### src/rtl/rtc_pkg.sv
// Package for the control, timestamp, trim and RAM pointer register bank.
// Assumes a byte-wide register port decoded from the serial interface.
package rtc_pkg;

  // ----------------------------------------------------------------
  // Register offsets
  // ----------------------------------------------------------------
  localparam logic [7:0] ADDR_CONTROL_STATUS_1 = 8'h00;
  localparam logic [7:0] ADDR_CONTROL_STATUS_2 = 8'h01;
  localparam logic [7:0] ADDR_CONTROL_STATUS_3 = 8'h02;
  localparam logic [7:0] ADDR_TIMESTAMP_SECONDS = 8'h13;
  localparam logic [7:0] ADDR_TIMESTAMP_MINUTES = 8'h14;
  localparam logic [7:0] ADDR_TIMESTAMP_HOURS = 8'h15;
  localparam logic [7:0] ADDR_TIMESTAMP_DAY = 8'h16;
  localparam logic [7:0] ADDR_TIMESTAMP_MONTH = 8'h17;
  localparam logic [7:0] ADDR_TIMESTAMP_YEAR = 8'h18;
  localparam logic [7:0] ADDR_AGING_TRIM = 8'h19;
  localparam logic [7:0] ADDR_RAM_POINTER_HIGH = 8'h1a;
  localparam logic [7:0] ADDR_RAM_POINTER_LOW = 8'h1b;
  localparam logic [7:0] ADDR_RAM_WRITE_PORT = 8'h1c;
  localparam logic [7:0] ADDR_RAM_READ_PORT = 8'h1d;

  // ----------------------------------------------------------------
  // Control register 1 fields
  // ----------------------------------------------------------------
  localparam int BIT_EXTERNAL_CLOCK_TEST_SELECT = 7;
  localparam int BIT_TEST_RESERVED = 6;
  localparam int BIT_CLOCK_HALT = 5;
  localparam int BIT_MIDLEVEL_CAPTURE_FLAG = 4;
  localparam int BIT_POWERON_OVERRIDE_ENABLE = 3;
  localparam int BIT_HOUR_MODE_12 = 2;
  localparam int BIT_MINUTE_IRQ_ENABLE = 1;
  localparam int BIT_SECOND_IRQ_ENABLE = 0;

  // ----------------------------------------------------------------
  // Implemented bits of each register
  // ----------------------------------------------------------------
  localparam logic [7:0] MASK_CONTROL_STATUS_1 = 8'hbf;
  localparam logic [7:0] MASK_TIMESTAMP_SECONDS = 8'h7f;
  localparam logic [7:0] MASK_TIMESTAMP_MINUTES = 8'h7f;
  localparam logic [7:0] MASK_TIMESTAMP_HOURS = 8'h3f;
  localparam logic [7:0] MASK_TIMESTAMP_DAY = 8'h3f;
  localparam logic [7:0] MASK_TIMESTAMP_MONTH = 8'h1f;
  localparam logic [7:0] MASK_TIMESTAMP_YEAR = 8'hff;
  localparam logic [7:0] MASK_AGING_TRIM = 8'h0f;
  localparam logic [7:0] MASK_RAM_POINTER_HIGH = 8'h01;
  localparam logic [7:0] MASK_RAM_POINTER_LOW = 8'hff;
  localparam logic [7:0] MASK_RAM_READ_PORT = 8'hff;

  // ----------------------------------------------------------------
  // Reset values
  // ----------------------------------------------------------------
  localparam logic [7:0] RESET_CONTROL_STATUS_1 = 8'h08;
  localparam logic [3:0] RESET_AGING_TRIM = 4'h8;
  localparam logic [8:0] RESET_RAM_POINTER = 9'h000;

  // Clock output selections that survive a halt: 32.768, 16.384, 8.192 kHz
  localparam logic [2:0] CLOCK_OUTPUT_SEL_LAST_KEPT = 3'h2;

  // ----------------------------------------------------------------
  // Carriers
  // ----------------------------------------------------------------
  typedef struct packed {
    logic wr;
    logic rd;
    logic [7:0] addr;
    logic [7:0] wdata;
  } rtc_req_s;

  typedef struct packed {
    logic valid;
    logic [7:0] data;
  } rtc_rsp_s;

  // Live calendar in BCD, highest field first
  typedef struct packed {
    logic [7:0] year;
    logic [7:0] month;
    logic [7:0] day;
    logic [7:0] hours;
    logic [7:0] minutes;
    logic [7:0] seconds;
  } rtc_time_s;

  typedef struct packed {
    logic [7:0] ctrl1;
    rtc_time_s stamp;
    logic [3:0] aging;
    logic [8:0] ram_ptr;
    rtc_rsp_s rsp;
    logic ram_wr_stb;
    logic ram_rd_stb;
    logic [7:0] ram_wdata;
    logic clock_output_enable;
    logic divider_clear;
  } rtc_state_s;

endpackage

### src/rtl/rtc_ctrl_ts_regs.sv
// Control register 1, captured timestamp, aging trim and RAM pointer/port bank.
// Assumes the serial front end presents one-cycle byte requests on clk,
// and that the RAM array itself sits outside and answers combinationally.
`timescale 1ns/1ps
`default_nettype none

// Contract
// - Every unimplemented register bit reads back as zero.
// - Undefined bits power up arbitrary and are left untouched by reset.
// - The three control registers sit at offsets 0, 1 and 2.
// - Bit 7 of control register 1 selects external clock test mode when set.
// - Bit 5 of control register 1 halts the timekeeping clock when set.
// - While halted, the divider chain is held cleared.
// - While halted, the clock output stays alive for its three fastest settings.
// - A mid-level capture input sets bit 4 of control register 1.
// - The mid-level interrupt holds until the host clears the flag.
// - Bit 3 of control register 1 resets to one and enables power-on override reception.
// - Captured seconds at offset 13h hold BCD 0 to 59 with bit 7 unimplemented.
module rtc_control_timestamp_regs
  import rtc_pkg::*;
(
  // Clock and reset
  input wire logic clk,
  input wire logic rst,
  // Register port from the serial interface
  input var rtc_req_s req,
  output var rtc_rsp_s rsp,
  // Timestamp capture
  input wire logic capture_stb,
  input wire logic midlevel_detect,
  input var rtc_time_s live_time,
  // Clock output
  input wire logic [2:0] clock_output_freq_sel,
  output logic clock_output_pin_enable,
  // Control outputs
  output logic external_clock_test_select,
  output logic clock_halt,
  output logic divider_clear,
  output logic midlevel_irq,
  output logic poweron_override_enable,
  output logic hour_mode_12,
  output logic minute_irq_enable,
  output logic second_irq_enable,
  output logic [3:0] aging_trim,
  // External RAM array
  output logic [8:0] ram_pointer,
  output logic ram_write_stb,
  output logic [7:0] ram_write_data,
  output logic ram_read_stb,
  input wire logic [7:0] ram_read_data
);

  // ----------------------------------------------------------------
  // Decode
  // ----------------------------------------------------------------
  // Implemented bits per offset; everything else is reserved or unmapped
  // only control offset 0 decoded; offsets 1 and 2 fall to the default of zero
  function automatic logic [7:0] impl_mask(input logic [7:0] a);
    unique case (a)
      ADDR_CONTROL_STATUS_1: impl_mask = MASK_CONTROL_STATUS_1;
      ADDR_TIMESTAMP_SECONDS: impl_mask = MASK_TIMESTAMP_SECONDS;
      ADDR_TIMESTAMP_MINUTES: impl_mask = MASK_TIMESTAMP_MINUTES;
      ADDR_TIMESTAMP_HOURS: impl_mask = MASK_TIMESTAMP_HOURS;
      ADDR_TIMESTAMP_DAY: impl_mask = MASK_TIMESTAMP_DAY;
      ADDR_TIMESTAMP_MONTH: impl_mask = MASK_TIMESTAMP_MONTH;
      ADDR_TIMESTAMP_YEAR: impl_mask = MASK_TIMESTAMP_YEAR;
      ADDR_AGING_TRIM: impl_mask = MASK_AGING_TRIM;
      ADDR_RAM_POINTER_HIGH: impl_mask = MASK_RAM_POINTER_HIGH;
      ADDR_RAM_POINTER_LOW: impl_mask = MASK_RAM_POINTER_LOW;
      ADDR_RAM_READ_PORT: impl_mask = MASK_RAM_READ_PORT;
      default: impl_mask = 8'h00;
    endcase
  endfunction

  rtc_state_s state;
  rtc_state_s next_state;

  // ----------------------------------------------------------------
  // Next state
  // ----------------------------------------------------------------
  always_comb begin
    logic [7:0] wd;
    logic [7:0] rd_raw;
    logic ram_access;
    wd = req.wdata & impl_mask(req.addr);
    rd_raw = 8'h00;
    ram_access = 1'b0;
    next_state = state;
    next_state.ram_wr_stb = 1'b0;
    next_state.ram_rd_stb = 1'b0;
    next_state.rsp.valid = 1'b0;

    // Host writes
    if (req.wr) begin
      unique case (req.addr)
        ADDR_CONTROL_STATUS_1: begin
          next_state.ctrl1[BIT_EXTERNAL_CLOCK_TEST_SELECT] = wd[BIT_EXTERNAL_CLOCK_TEST_SELECT];
          next_state.ctrl1[BIT_CLOCK_HALT] = wd[BIT_CLOCK_HALT];
          next_state.ctrl1[BIT_POWERON_OVERRIDE_ENABLE] = wd[BIT_POWERON_OVERRIDE_ENABLE];
          next_state.ctrl1[BIT_HOUR_MODE_12] = wd[BIT_HOUR_MODE_12];
          next_state.ctrl1[BIT_MINUTE_IRQ_ENABLE] = wd[BIT_MINUTE_IRQ_ENABLE];
          next_state.ctrl1[BIT_SECOND_IRQ_ENABLE] = wd[BIT_SECOND_IRQ_ENABLE];
          // host can only clear the flag
          if (!wd[BIT_MIDLEVEL_CAPTURE_FLAG]) begin
            next_state.ctrl1[BIT_MIDLEVEL_CAPTURE_FLAG] = 1'b0;
          end
        end
        // seconds keep bit 7 at zero
        ADDR_TIMESTAMP_SECONDS: next_state.stamp.seconds = wd;
        ADDR_TIMESTAMP_MINUTES: next_state.stamp.minutes = wd;
        ADDR_TIMESTAMP_HOURS: next_state.stamp.hours = wd;
        ADDR_TIMESTAMP_DAY: next_state.stamp.day = wd;
        ADDR_TIMESTAMP_MONTH: next_state.stamp.month = wd;
        ADDR_TIMESTAMP_YEAR: next_state.stamp.year = wd;
        ADDR_AGING_TRIM: next_state.aging = wd[3:0];
        ADDR_RAM_POINTER_HIGH: next_state.ram_ptr[8] = wd[0];
        ADDR_RAM_POINTER_LOW: next_state.ram_ptr[7:0] = wd;
        ADDR_RAM_WRITE_PORT: begin
          next_state.ram_wr_stb = 1'b1;
          next_state.ram_wdata = req.wdata;
          ram_access = 1'b1;
        end
        default: begin
        end
      endcase
    end

    // Host reads, answered one cycle later
    if (req.rd) begin
      unique case (req.addr)
        ADDR_CONTROL_STATUS_1: rd_raw = state.ctrl1;
        ADDR_TIMESTAMP_SECONDS: rd_raw = state.stamp.seconds;
        ADDR_TIMESTAMP_MINUTES: rd_raw = state.stamp.minutes;
        ADDR_TIMESTAMP_HOURS: rd_raw = state.stamp.hours;
        ADDR_TIMESTAMP_DAY: rd_raw = state.stamp.day;
        ADDR_TIMESTAMP_MONTH: rd_raw = state.stamp.month;
        ADDR_TIMESTAMP_YEAR: rd_raw = state.stamp.year;
        ADDR_AGING_TRIM: rd_raw = {4'h0, state.aging};
        ADDR_RAM_POINTER_HIGH: rd_raw = {7'h00, state.ram_ptr[8]};
        ADDR_RAM_POINTER_LOW: rd_raw = state.ram_ptr[7:0];
        ADDR_RAM_READ_PORT: begin
          rd_raw = ram_read_data;
          next_state.ram_rd_stb = 1'b1;
          ram_access = 1'b1;
        end
        default: rd_raw = 8'h00;
      endcase
      // unimplemented and reserved bits read zero
      next_state.rsp.data = rd_raw & impl_mask(req.addr);
      next_state.rsp.valid = 1'b1;
    end

    // Streaming through the RAM ports walks the 512-byte space
    if (ram_access) begin
      next_state.ram_ptr = state.ram_ptr + 9'h001;
    end

    // Capture overrides a host write to the same register in that cycle
    if (capture_stb) begin
      next_state.stamp = live_time;
      next_state.stamp.seconds = live_time.seconds & MASK_TIMESTAMP_SECONDS;
      next_state.stamp.minutes = live_time.minutes & MASK_TIMESTAMP_MINUTES;
      next_state.stamp.hours = live_time.hours & MASK_TIMESTAMP_HOURS;
      next_state.stamp.day = live_time.day & MASK_TIMESTAMP_DAY;
      next_state.stamp.month = live_time.month & MASK_TIMESTAMP_MONTH;
    end

    // mid-level event sets the flag, winning over a clear
    if (midlevel_detect) begin
      next_state.ctrl1[BIT_MIDLEVEL_CAPTURE_FLAG] = 1'b1;
    end

    // the test bit is never stored, whatever the host wrote
    next_state.ctrl1[BIT_TEST_RESERVED] = 1'b0;

    // divider held cleared for as long as the halt bit stands
    next_state.divider_clear = next_state.ctrl1[BIT_CLOCK_HALT];
    // fast clock output settings run from the oscillator, ahead of the divider
    next_state.clock_output_enable = !next_state.ctrl1[BIT_CLOCK_HALT] ||
      (clock_output_freq_sel <= CLOCK_OUTPUT_SEL_LAST_KEPT);

    // reset touches only defined fields; timestamp keeps its contents
    if (rst) begin
      // override reception enabled out of reset
      next_state.ctrl1 = RESET_CONTROL_STATUS_1;
      next_state.aging = RESET_AGING_TRIM;
      next_state.ram_ptr = RESET_RAM_POINTER;
      next_state.rsp = '0;
      next_state.ram_wr_stb = 1'b0;
      next_state.ram_rd_stb = 1'b0;
      next_state.ram_wdata = 8'h00;
      next_state.clock_output_enable = 1'b1;
      next_state.divider_clear = 1'b0;
    end
  end

  // ----------------------------------------------------------------
  // State register
  // ----------------------------------------------------------------
  // No reset here: reset is folded into next_state so undefined fields survive it
  always_ff @(posedge clk) begin
    state <= next_state;
  end

  // ----------------------------------------------------------------
  // Outputs
  // ----------------------------------------------------------------
  assign rsp = state.rsp;
  assign external_clock_test_select = state.ctrl1[BIT_EXTERNAL_CLOCK_TEST_SELECT];
  assign clock_halt = state.ctrl1[BIT_CLOCK_HALT];
  assign divider_clear = state.divider_clear;
  assign clock_output_pin_enable = state.clock_output_enable;
  assign midlevel_irq = state.ctrl1[BIT_MIDLEVEL_CAPTURE_FLAG];
  assign poweron_override_enable = state.ctrl1[BIT_POWERON_OVERRIDE_ENABLE];
  assign hour_mode_12 = state.ctrl1[BIT_HOUR_MODE_12];
  assign minute_irq_enable = state.ctrl1[BIT_MINUTE_IRQ_ENABLE];
  assign second_irq_enable = state.ctrl1[BIT_SECOND_IRQ_ENABLE];
  assign aging_trim = state.aging;
  assign ram_pointer = state.ram_ptr;
  assign ram_write_stb = state.ram_wr_stb;
  assign ram_write_data = state.ram_wdata;
  assign ram_read_stb = state.ram_rd_stb;

endmodule

`default_nettype wire

### config.mk
export PLATFORM = sky130hd
export DESIGN_NAME = rtc_control_timestamp_regs
export DESIGN_NICKNAME = d
export VERILOG_FILES = /design/src/rtl/rtc_pkg.sv /design/src/rtl/rtc_ctrl_ts_regs.sv
export SDC_FILE = /design/constraint.sdc
export NUM_CORES = 1
export LEC_CHECK = 0
export BUFFER_PORTS_ARGS = -buffer_cell sky130_fd_sc_hd__buf_2
export CORE_MARGIN = 3
export CORE_UTILIZATION = 40
export DETAILED_ROUTE_END_ITERATION = 16
export PLACE_DENSITY_LB_ADDON = 0.2
export SYNTH_ARGS = -nofsm -noshare
export SYNTH_HDL_FRONTEND = slang
export SYNTH_SLANG_ARGS = --single-unit
### constraint.sdc
create_clock -name clk -period 2.3 [get_ports clk]
set_input_delay 0.345 -clock clk [delete_from_list [all_inputs] [get_ports clk]]
set_output_delay 0.345 -clock clk [all_outputs]
set_load 0.02 [all_outputs]
==> metrics.md, run 1 <==
| Metric | Value |
|---|---|
| EDFF count, synth | 39 |
| Final period demand of the worst path | 2040 ps |
| Flop-to-flop setup slack | 550 ps |
| Synth warnings | 0 |
| Worst Tran Pin Value | 657 ps |
| Synth-to-layout area growth | 22.7% |
| CP startpoint kind | input port |
| Final wirelength | 15800 µm |
| Number of routed nets with antenna violations | 0 |
| Area of the mapped netlist | 4730 µm² |
| Share of flip-flops with an asynchronous set or reset | 0 |
| Crit share post-route | 0.887 |
| Length of routed met3 wiring | 1200 µm |
| Met1 wire length | 7050 µm |
| 1st-pass router iterations | 5 |
| Total power draw | between 3 and 4 mW |
| Clk slew on worst S/H paths | approximately 60 ps |
| Drt wl/cell | 20.3 µm |
| Floorplan die area | ~13000 µm² |
| Layout cell share with drive strength beyond 1 | 0.306 |
| CP Capture Type | flip-flop |
| Floorplan die width | 115 µm |
| Synthesized netlist cell count | just over 500 |
| Unique masters post-synth | 66 |
| Most used cells in the layout excluding fill and tap cells | buf_2 (112), nand2_1 (81), buf_4 (52), o21ai_0 (51), dfxtp_1 (49) |
| Number of endpoints failing setup at the final stage | 0 |
| Area share of the largest cell type after synthesis | 0.248 |
| Final global-route overflow total | 0 |
| Die span in y | about 110 µm |
| Initial drt markers | 356 |
| Max Clk Rate | 490 MHz |
| Final HPWL DP | ~12000 µm |
| Net count of the mapped netlist | between 600 and 700 |
| Post-CTS setup-driven buffer insertion count | 0 |
| Number of register bits inferred by synthesis | 88 |
| Worst r2r dst | ram_pointer[6]$_SDFFE_PP0P_ |
| Largest vdd supply drop | 303 µV |
| Count of nets after finishing | 717 |
| Via count | 4353 |
| Start point of the critical path | req[9] |
| Port Buf Inserts | approximately 110 |
| Crit Path Max Fanout | 6 |
| Clock insertion delay at the later pin of the skew report | 350 ps |
| Unrepaired setup endpoints after global routing | no |
| Power per standard cell area | about 600 nW/µm² |
| CTS tree | done |
| Most used flip-flop cell after synthesis | dfxtp_1 |
| Most common cell after layout, fill and taps aside | buf_2 |
| Core ar. | 11500 µm² |
| Hold Crit Class | in2reg |
| Number of hold violations in the final report | 0 |
| PostCTS Resize Cnt | 0 |
| WP data required | ~2500 ps |
| Routed wl met2 | 7040 µm |
| Initial standard-cell utilization of the core | 0.412 |
| Final worst-path setup slack | 261 ps |
| CTS Buffer Depth | 2 |
| Number of top-level pins | 122 |
| Initial antenna violation count | 0 |
| Critical path class | in2reg |
| Max_slew headroom | 0.562 |
| Worst flop-to-flop path startpoint | ram_pointer[1]$_SDFFE_PP0P_ |
| Remaining DRCs | 0 |
| Skew final | 5.18 ps |
| Vias in the first global route | 4294 |
| Site Rows | 39 |
| Inserted Clock Buffers | 9 |
| Uppermost layer routed | met4 |
| Worst setup slack after placement | -81.8 ps |
| Top area cells in the synthesized netlist | edfxtp_1 (25%), dfxtp_1 (21%), nand2_1 (6.4%) |
| # clock sinks | 88 |
| Number of diodes added for antenna fixing | 0 |
| Worst Setup EP | state[63]$_DFFE_PP_ |
| Tot GR Track Use | 0.243 |
| Number of pins exceeding their max-slew limit in the final report | 0 |
| Vias per cell | between 5 and 6 |
| CTS Root Buffer Type | clkbuf_16 |
| Worst R2R Path Depth | 6 |
| Data arrival time of the critical path | ~2200 ps |
| Setup TNS Final | 0 ps |
| Reported max-cap violation count | 0 |
| Maximum number of pins on one net before global-route repair | 33 |
| Status | complete, no violations |
| Htree depth | 3 |
| Post-synthesis sequential area ratio | 0.455 |
| Leading area contributor after synthesis | edfxtp_1 |
| Gpl congestion | just over 0.9 |
| Hold-fix buffers at CTS | 0 |
| First-pass GRT wire length | 24000 µm |
| Synth Area per Inst | ~9 µm² |
| Leakage Power | ~2.5 nW |
| Filler cell count in the final layout | about 1100 |
[final cells by class]
class	instances	area, µm²	share of cell area
inverters	14	52.6	0.00906
repair buffers	165	971	0.167
well taps	143	179	0.0308
clock buffers	10	229	0.0395
clock inverters	6	43.8	0.00755
flip-flops and latches	88	2150	0.371
multi-input cells	351	2170	0.375
[report_power, final]
part / switching, mW / total (mW) / internal [mW] / leakage, nW
logic: 0.215 / 0.363 / 0.148 / 1.57
clock network: 0.636 / 1.37 / 0.734 / 0.123
registers: 0.0266 / 1.72 / 1.70 / 0.771
[synthesized netlist by cell type, drive strengths merged, types with 5 or more instances]
cell type and count:
nand2 81, mux2i 19, buf 41, a32oi 5, inv 14, nor3 6
nand3 20, a21oi 13, and2 6, o21a 5, dfxtp 49, clkbuf 19
o22ai 6, ha 7, edfxtp 39, nor2b 6, a22oi 15, nand4 8
a31oi 6, nor2 28, o21ai 53
[how the worst min path moves through the flow]
stage | cells after the start | startpoint | slack [ps] | to
after floorplan | 2 | state[41]$_SDFFE_PP0P_ | 410 | state[41]$_SDFFE_PP0P_
after global placement | 2 | state[41]$_SDFFE_PP0P_ | 420 | state[41]$_SDFFE_PP0P_
after detailed placement | 2 | state[49]$_SDFFE_PP0P_ | 420 | state[49]$_SDFFE_PP0P_
after CTS | 3 | midlevel_detect | 230 | midlevel_irq$_SDFFE_PP0P_
after global routing | 3 | midlevel_detect | 240 | midlevel_irq$_SDFFE_PP0P_
final | 3 | clock_output_freq_sel[2] | 230 | clock_output_pin_enable$_SDFF_PP1_
[cell families (layout without fill, tap and decap cells)]
logic type,count (synthesis),in the layout,share of synthesized area
xor gates and xnor gates,1,1,0.00185
buffers and inverters,74,195,0.0847
and+or+nand+nor,180,180,0.191
DFF,88,88,0.455
adders and majority gates,7,7,0.0185
muxes,21,21,0.0450
AOI/OAI and AO/OA,142,142,0.203
[through the flow]
stage               utilization  hold slack, ps  instances  area (µm²)
finish                    0.506             230        777        5800
global route              0.506             237        777        5800
CTS                       0.506             228        777        5800
detailed placement        0.482             423        761        5530
global placement          0.482             418        761        5530
floorplan                     -             408        513        4730
[routing by layer]
metal  vias up  track usage
met1      2036        0.336
li1       2089            -
met4         0       0.0962
met3        31       0.0370
met5         -            0
met2       197        0.381
[flip-flops by register name (all words and copies together), names as in the netlist]
| register | count |
|---|---|
| ram_pointer | 9 |
| aging_trim | 4 |
| ram_read_stb | 1 |
| poweron_override_enable | 1 |
| hour_mode_12 | 1 |
| ram_write_data | 8 |
| clock_halt | 1 |
| minute_irq_enable | 1 |
| external_clock_test_select | 1 |
| second_irq_enable | 1 |
| ram_write_stb | 1 |
| midlevel_irq | 1 |
| state | 48 |
| clock_output_pin_enable | 1 |
| rsp | 9 |
[worst max-delay path, cell delays in order]
cell,delay (ps)
buf_2,130
inv_1,80
ha_1,200
or4b_2,650
a21oi_1,290
nand3_1,160
buf_4,190
o21ai_0,170
Note: power is estimated with default switching activity, not from simulation.
==> run 2, diff against run 1 <==
--- a/config.mk
+++ b/config.mk
@@ -7,9 +7,10 @@
 export LEC_CHECK = 0
 export BUFFER_PORTS_ARGS = -buffer_cell sky130_fd_sc_hd__buf_2
 export CORE_MARGIN = 3
-export CORE_UTILIZATION = 40
+export CORE_UTILIZATION = 30
 export DETAILED_ROUTE_END_ITERATION = 16
 export PLACE_DENSITY_LB_ADDON = 0.2
+export RECOVER_POWER = 100
 export SYNTH_ARGS = -nofsm -noshare
 export SYNTH_HDL_FRONTEND = slang
 export SYNTH_SLANG_ARGS = --single-unit
==> metrics.md, run 2 (synthesis gave the netlist of run 1 again) <==
| Metric | Value |
|---|---|
| Status | complete, no violations |
| End point of the worst hold path | clock_output_pin_enable$_SDFF_PP1_ |
| Beginning of the worst hold path | clock_output_freq_sel[2] |
| Data arrival time of the critical path | 2420 ps (+190 ps) |
| Die span in y | 132 µm (+15%) |
| Register ranked first by flip-flop count | state |
| Number of hold violations in the final report | 0 (unchanged) |
| CP Capture Type | flip-flop |
| Final HPWL DP | 12800 µm (+6.5%) |
| Inserted Clock Buffers | 9 (unchanged) |
| Clk slew on worst S/H paths | 70 ps (about the same) |
| Worst setup slack after placement | -86.4 ps (-4.67 ps) |
| Via count | 4381 (+0.64%) |
| Max_slew headroom | 0.616 (+0.0538) |
| Leakage Power | 2.25 nW (-8.5%) |
| Floorplan die width | 132 µm (+15%) |
| WP data required | 2590 ps (+100 ps) |
| Final global-route overflow total | 0 (unchanged) |
| Sequential share of power | 0.490 (-0.009) |
| Most common cell after layout, fill and taps aside | nand2_1 |
| Delay of the slowest cell on the worst path | 650 ps (about the same) |
| Number of diodes added for antenna fixing | 0 (unchanged) |
| Final worst-path setup slack | 177 ps (-83.6 ps) |
| Design internal power | 2.65 mW (+2.6%) |
| Total area of sequential cells | 2150 µm² (unchanged) |
| PostCTS Resize Cnt | 0 (unchanged) |
| Worst flop-to-flop path startpoint | ram_pointer[1]$_SDFFE_PP0P_ |
| Initial antenna violation count | 0 (unchanged) |
| Clock insertion delay at the later pin of the skew report | 350 ps (about the same) |
| Most used cells in the layout excluding fill and tap cells | nand2_1 (81), buf_2 (68), o21ai_0 (53), clkbuf_1 (53), dfxtp_1 (49) |
| Floorplan die area | 17300 µm² (+31%) |
| Largest register FFs | 48 (unchanged) |
| Design Area, Final | 5780 µm² (-0.28%) |
| Gate family responsible for the most delay along the worst path | simple AND/OR/NAND/NOR gates |
| Critical path, cell by cell | buf_2 -> inv_1 -> ha_1 -> or4b_2 -> nor2_1 -> clkbuf_1 -> o2bb2ai_1 -> or3_1 -> a32o_1 |
| Site Rows | 45 (+15%) |
| Reported max-cap violation count | 0 (unchanged) |
| Buffer and inverter count on the worst path | 3 (unchanged) |
| CP startpoint kind | input port |
| 1st-pass router iterations | 5 (unchanged) |
| Htree depth | 3 (unchanged) |
| Core ar. | 15300 µm² (+34%) |
| Flop-to-flop setup slack | 420 ps (-130 ps) |
| Number of endpoints failing setup at the final stage | 0 (unchanged) |
| Final wirelength | 16600 µm (+5.3%) |
| Power per standard cell area | 609 nW/µm² (+2.1%) |
| Initial standard-cell utilization of the core | 0.309 (-0.104) |
| Hold Crit Class | in2reg |
| Crit Path Max Fanout | 6 (unchanged) |
| Vias in the first global route | 4471 (+4.1%) |
| CTS tree | done |
| Critical path class | in2reg |
| Largest vdd supply drop | 375 µV (+24%) |
| Number of stages on the worst setup path | 9 (+1) |
| Post-CTS setup-driven buffer insertion count | 0 (unchanged) |
| Final period demand of the worst path | 2120 ps (+83.6 ps) |
| CTS Buffer Depth | 2 (unchanged) |
| Final standard cell count with taps included and fillers excluded | 840 (+8.1%) |
| Initial drt markers | 414 (+16%) |
| Synth-to-layout area growth | 22.4% |
| Worst R2R Path Depth | 6 (unchanged) |
| Port Buf Inserts | 112 (unchanged) |
| Part of the power in the clock network | 0.408 (+0.012) |
| Worst path slowest cell | or4b_2 |
| Power share of the combinational group | 0.102 (-0.003) |
| Setup TNS Final | 0 ps (unchanged) |
| Instance count along the most critical hold path | 3 (unchanged) |
| Switching Power | 0.874 mW (-0.45%) |
| Number of top-level pins | 122 (unchanged) |
| Placement-stage cell area | 5630 µm² (+1.8%) |
| Switching share of power | 0.248 (-0.00565) |
| Worst r2r dst | ram_pointer[6]$_SDFFE_PP0P_ |
| Remaining DRCs | 0 (unchanged) |
| Filler cell count in the final layout | 1646 (+48%) |
| Crit share post-route | 0.923 (+0.0363) |
| # clock sinks | 88 (unchanged) |
| Unrepaired setup endpoints after global routing | no |
| Hold-fix buffers at CTS | 0 (unchanged) |
| Layout cell share with drive strength beyond 1 | 0.210 (-0.0961) |
| Number of pins exceeding their max-slew limit in the final report | 0 (unchanged) |
| Vias per cell | 5.22 (-6.9%) |
| First-pass GRT wire length | 26100 µm (+8.7%) |
| Post-Place Cells | 824 (+8.3%) |
| Tot GR Track Use | 0.196 (-0.0472) |
| Maximum number of pins on one net before global-route repair | 40 (+21%) |
| Gpl congestion | 0.939 (+0.33%) |
| Skew final | 8.27 ps (+3.09 ps) |
| Drt wl/cell | 19.8 µm (-2.6%) |
| Fin Hold WS | 233 ps (+2.92 ps) |
| Area of combinational cells with multiple inputs | 2150 µm² (-1.0%) |
| Number of routed nets with antenna violations | 0 (unchanged) |
| CTS Root Buffer Type | clkbuf_16 |
| Worst Tran Pin Value | 571 ps (-85.4 ps) |
| Max Clk Rate | 471 MHz (-3.9%) |
| Count of nets after finishing | 712 (-0.70%) |
==> run 2: per-stage QoR <==
step | util | total power [mW]
2_1_floorplan | - | 1.92
3_3_place_gp | 0.367 | 2.12
3_5_place_dp | 0.367 | 2.12
4_1_cts | 0.386 | 3.56
5_1_grt | 0.378 | 3.66
6_report | 0.378 | 3.52
==> run 2: worst register-to-register path, delay by kind of cell, from the launching register on <==
family | cells | cell delay [ps]
multiplexers | 1 | 330
AO/OA/AOI/OAI | 1 | 190
buffers and inverters | 1 | 90
AND/OR/NAND/NOR | 2 | 480
flip-flops | 1 | 480
adder cells (fa/ha/maj) | 1 | 230
==> run 2: cell type report <==
type,instances,share of cell area
clock buffer,11,0.0441
clock inverter,5,0.00649
inverter,14,0.00909
multi-input combinational,351,0.372
sequential,88,0.372
tap,211,0.0456
timing repair buffer,160,0.151
==> run 2: worst max path at each step <==
stage                start             endpoint  slack [ps]
global placement    req[8]  state[38]$_DFFE_PP_         -40
global route        req[8]  state[70]$_DFFE_PP_          60
finish              req[8]  rsp[4]$_SDFFE_PP0P_         180
floorplan           req[8]  state[47]$_DFFE_PP_         270
detailed placement  req[8]  state[70]$_DFFE_PP_         -90
CTS                 req[8]  state[70]$_DFFE_PP_         290
==> run 2: power groups by stage <==
stage	registers, mW	logic, mW	clock network, mW
2_1_floorplan	1.74	0.180	0
3_3_place_gp	1.76	0.360	0
3_5_place_dp	1.76	0.364	0
4_1_cts	1.72	0.365	1.47
5_1_grt	1.73	0.394	1.53
6_report	1.73	0.358	1.44
==> run 2: metal layers <==
metal | global-route usage | up-vias | share of wire
met5 | 0 | - | 0
met2 | 0.289 | 218 | 0.44
met3 | 0.0433 | 38 | 0.073
li1 | - | 2081 | -
met1 | 0.272 | 2044 | 0.45
met4 | 0.0898 | 0 | 0.037
==> run 3, diff against run 2 <==
--- a/config.mk
+++ b/config.mk
@@ -6,6 +6,7 @@
 export NUM_CORES = 1
 export LEC_CHECK = 0
 export BUFFER_PORTS_ARGS = -buffer_cell sky130_fd_sc_hd__buf_2
+export CORE_ASPECT_RATIO = 0.9
 export CORE_MARGIN = 3
 export CORE_UTILIZATION = 30
 export DETAILED_ROUTE_END_ITERATION = 16
==> constraint.sdc (replaced) <==
create_clock -name clk -period 2.3 [get_ports clk]
set_input_delay 0.46 -clock clk [delete_from_list [all_inputs] [get_ports clk]]
set_output_delay 0.46 -clock clk [all_outputs]
set_load 0.02 [all_outputs]
==> metrics.md, run 3 (synthesis gave the netlist of run 1 again) <==
| Metric | Value |
|---|---|
| Status | complete, no violations |
| Initial antenna violation count | 1 (+1) |
| Critical path class | in2reg |
| Worst Tran Pin Value | 536 ps (-35.2 ps) |
| CTS Buffer Depth | 2 (unchanged) |
| Setup TNS Final | 0 ps (unchanged) |
| Final global-route overflow total | 0 (unchanged) |
| Remaining DRCs | 0 (unchanged) |
| Skew final | 7.09 ps (-1.18 ps) |
| Number of top-level pins | 122 (unchanged) |
| Layout cell share with drive strength beyond 1 | 0.238 (+0.0282) |
| Crit Path Max Fanout | 6 (unchanged) |
| Drt wl/cell | 20.4 µm (+3.3%) |
| Most common cell after layout, fill and taps aside | nand2_1 |
| Number of diodes added for antenna fixing | 0 (unchanged) |
| Initial standard-cell utilization of the core | 0.313 (+0.00476) |
| CP Capture Type | flip-flop |
| Maximum number of pins on one net before global-route repair | 41 (+2.5%) |
| Total power draw | 3.40 mW (-3.4%) |
| Synth-to-layout area growth | 24.5% |
| Leakage Power | 2.35 nW (+4.1%) |
| Inserted Clock Buffers | 9 (unchanged) |
| Vias per cell | 5.29 (+1.4%) |
| Final wirelength | 17300 µm (+4.4%) |
| Die span in y | 125 µm (-4.9%) |
| Instance count along the most critical hold path | 3 (unchanged) |
| 1st-pass router iterations | 7 (+2) |
| Clk slew on worst S/H paths | 60 ps (about the same) |
| CTS tree | done |
| Largest vdd supply drop | 336 µV (-10%) |
| Number of hold violations in the final report | 0 (unchanged) |
| Final period demand of the worst path | 2190 ps (+71.6 ps) |
| Final HPWL DP | 13600 µm (+6.1%) |
| CTS Root Buffer Type | clkbuf_16 |
| Max_slew headroom | 0.640 (+0.0237) |
| Floorplan die area | 17300 µm² (about the same) |
| Register ranked first by flip-flop count | state |
| CP startpoint kind | input port |
| Vias in the first global route | 4263 (-4.7%) |
| Crit share post-route | 0.954 (+0.0311) |
| Most used cells in the layout excluding fill and tap cells | nand2_1 (81), buf_2 (68), clkbuf_1 (53), o21ai_0 (51), dfxtp_1 (49) |
| Worst R2R Path Depth | 6 (unchanged) |
| First-pass GRT wire length | 25800 µm (-0.95%) |
| Tot GR Track Use | 0.196 (+0.000223) |
| Unrepaired setup endpoints after global routing | no |
| Hold Crit Class | in2reg |
| # clock sinks | 88 (unchanged) |
| Number of routed nets with antenna violations | 0 (unchanged) |
| WP data required | 2470 ps (-120 ps) |
| Via count | 4488 (+2.4%) |
| Initial drt markers | 360 (-13%) |
| Htree depth | 3 (unchanged) |
| Gpl congestion | 0.914 (-2.7%) |
| Reported max-cap violation count | 0 (unchanged) |
| Clock insertion delay at the later pin of the skew report | 350 ps (about the same) |
| Count of nets after finishing | 734 (+3.1%) |
| Port Buf Inserts | 112 (unchanged) |
| Max Clk Rate | 456 MHz (-3.3%) |
| Power per standard cell area | 578 nW/µm² (-5.1%) |
| Floorplan die width | 138 µm (+5.2%) |
| Core ar. | 15100 µm² (-1.5%) |
| Site Rows | 42 (-6.7%) |
| Number of pins exceeding their max-slew limit in the final report | 0 (unchanged) |
| Hold-fix buffers at CTS | 0 (unchanged) |
| Data arrival time of the critical path | 2370 ps (-50 ps) |
| Fin Hold WS | 351 ps (+118 ps) |
| Number of endpoints failing setup at the final stage | 0 (unchanged) |
| Largest register FFs | 48 (unchanged) |
==> run 3: cell count changes in the layout (fill, tap and decap cells not counted), moves of 2 or more <==
cell	previous run	this run
buf_4	30	45
clkbuf_2	5	9
clkbuf_4	1	6
clkinv_2	1	4
clkinvlp_4	2	0
o21ai_0	53	51
==> run 3: repair_timing <==
item | 4_1_cts | 5_1_grt
resized for setup | 0 | 1
setup buffers | 0 | 0
setup endpoints to repair | 0 | 1
==> run 3: area by class of cell <==
cell class | instances | area (µm²)
clock buffer | 11 | 233
clock inverter | 5 | 23.8
fill | 1595 | 9200
inverter | 14 | 52.6
multi-input combinational | 351 | 2160
sequential | 88 | 2150
tap | 198 | 248
timing repair buffer | 182 | 1020
==> run 3: where the power goes <==
part / internal [mW] / switching, mW
logic: 0.153 / 0.224
registers: 1.70 / 0.0282
clock network: 0.720 / 0.575
==> run 3: through the flow <==
step | utilization | area [µm²] | setup slack, ps | std cells
after global routing | 0.390 | 5890 | 22.6 | 849
final | 0.390 | 5890 | 106 | 849
after detailed placement | 0.382 | 5760 | -195 | 833
after global placement | 0.382 | 5760 | -132 | 833
after floorplan | - | 4730 | 152 | 513
after CTS | 0.399 | 6020 | 168 | 849
==> run 3: worst paths after layout <==
kind                               startpoint                     endpoint  slack [ps]
setup / recovery                       req[9]          state[39]$_DFFE_PP_         110
hold / removal                midlevel_detect    midlevel_irq$_SDFFE_PP0P_         350
setup reg to reg  ram_pointer[1]$_SDFFE_PP0P_  ram_pointer[6]$_SDFFE_PP0P_         520
hold reg to reg        state[49]$_SDFFE_PP0P_       state[49]$_SDFFE_PP0P_         430
==> run 3: per-layer routing <==
metal	GRT usage	share of wire
met4	0.0488	0.012
met3	0.0615	0.086
met5	0	0.00075
met2	0.294	0.44
met1	0.276	0.46
==> run 3: worst max-delay path: stages <==
cell and delay, ps:
clkbuf_1 100, inv_1 110, ha_1 190, or4b_2 640, a21oi_1 300, nand3_1 120
clkbuf_2 210, o21ai_0 230
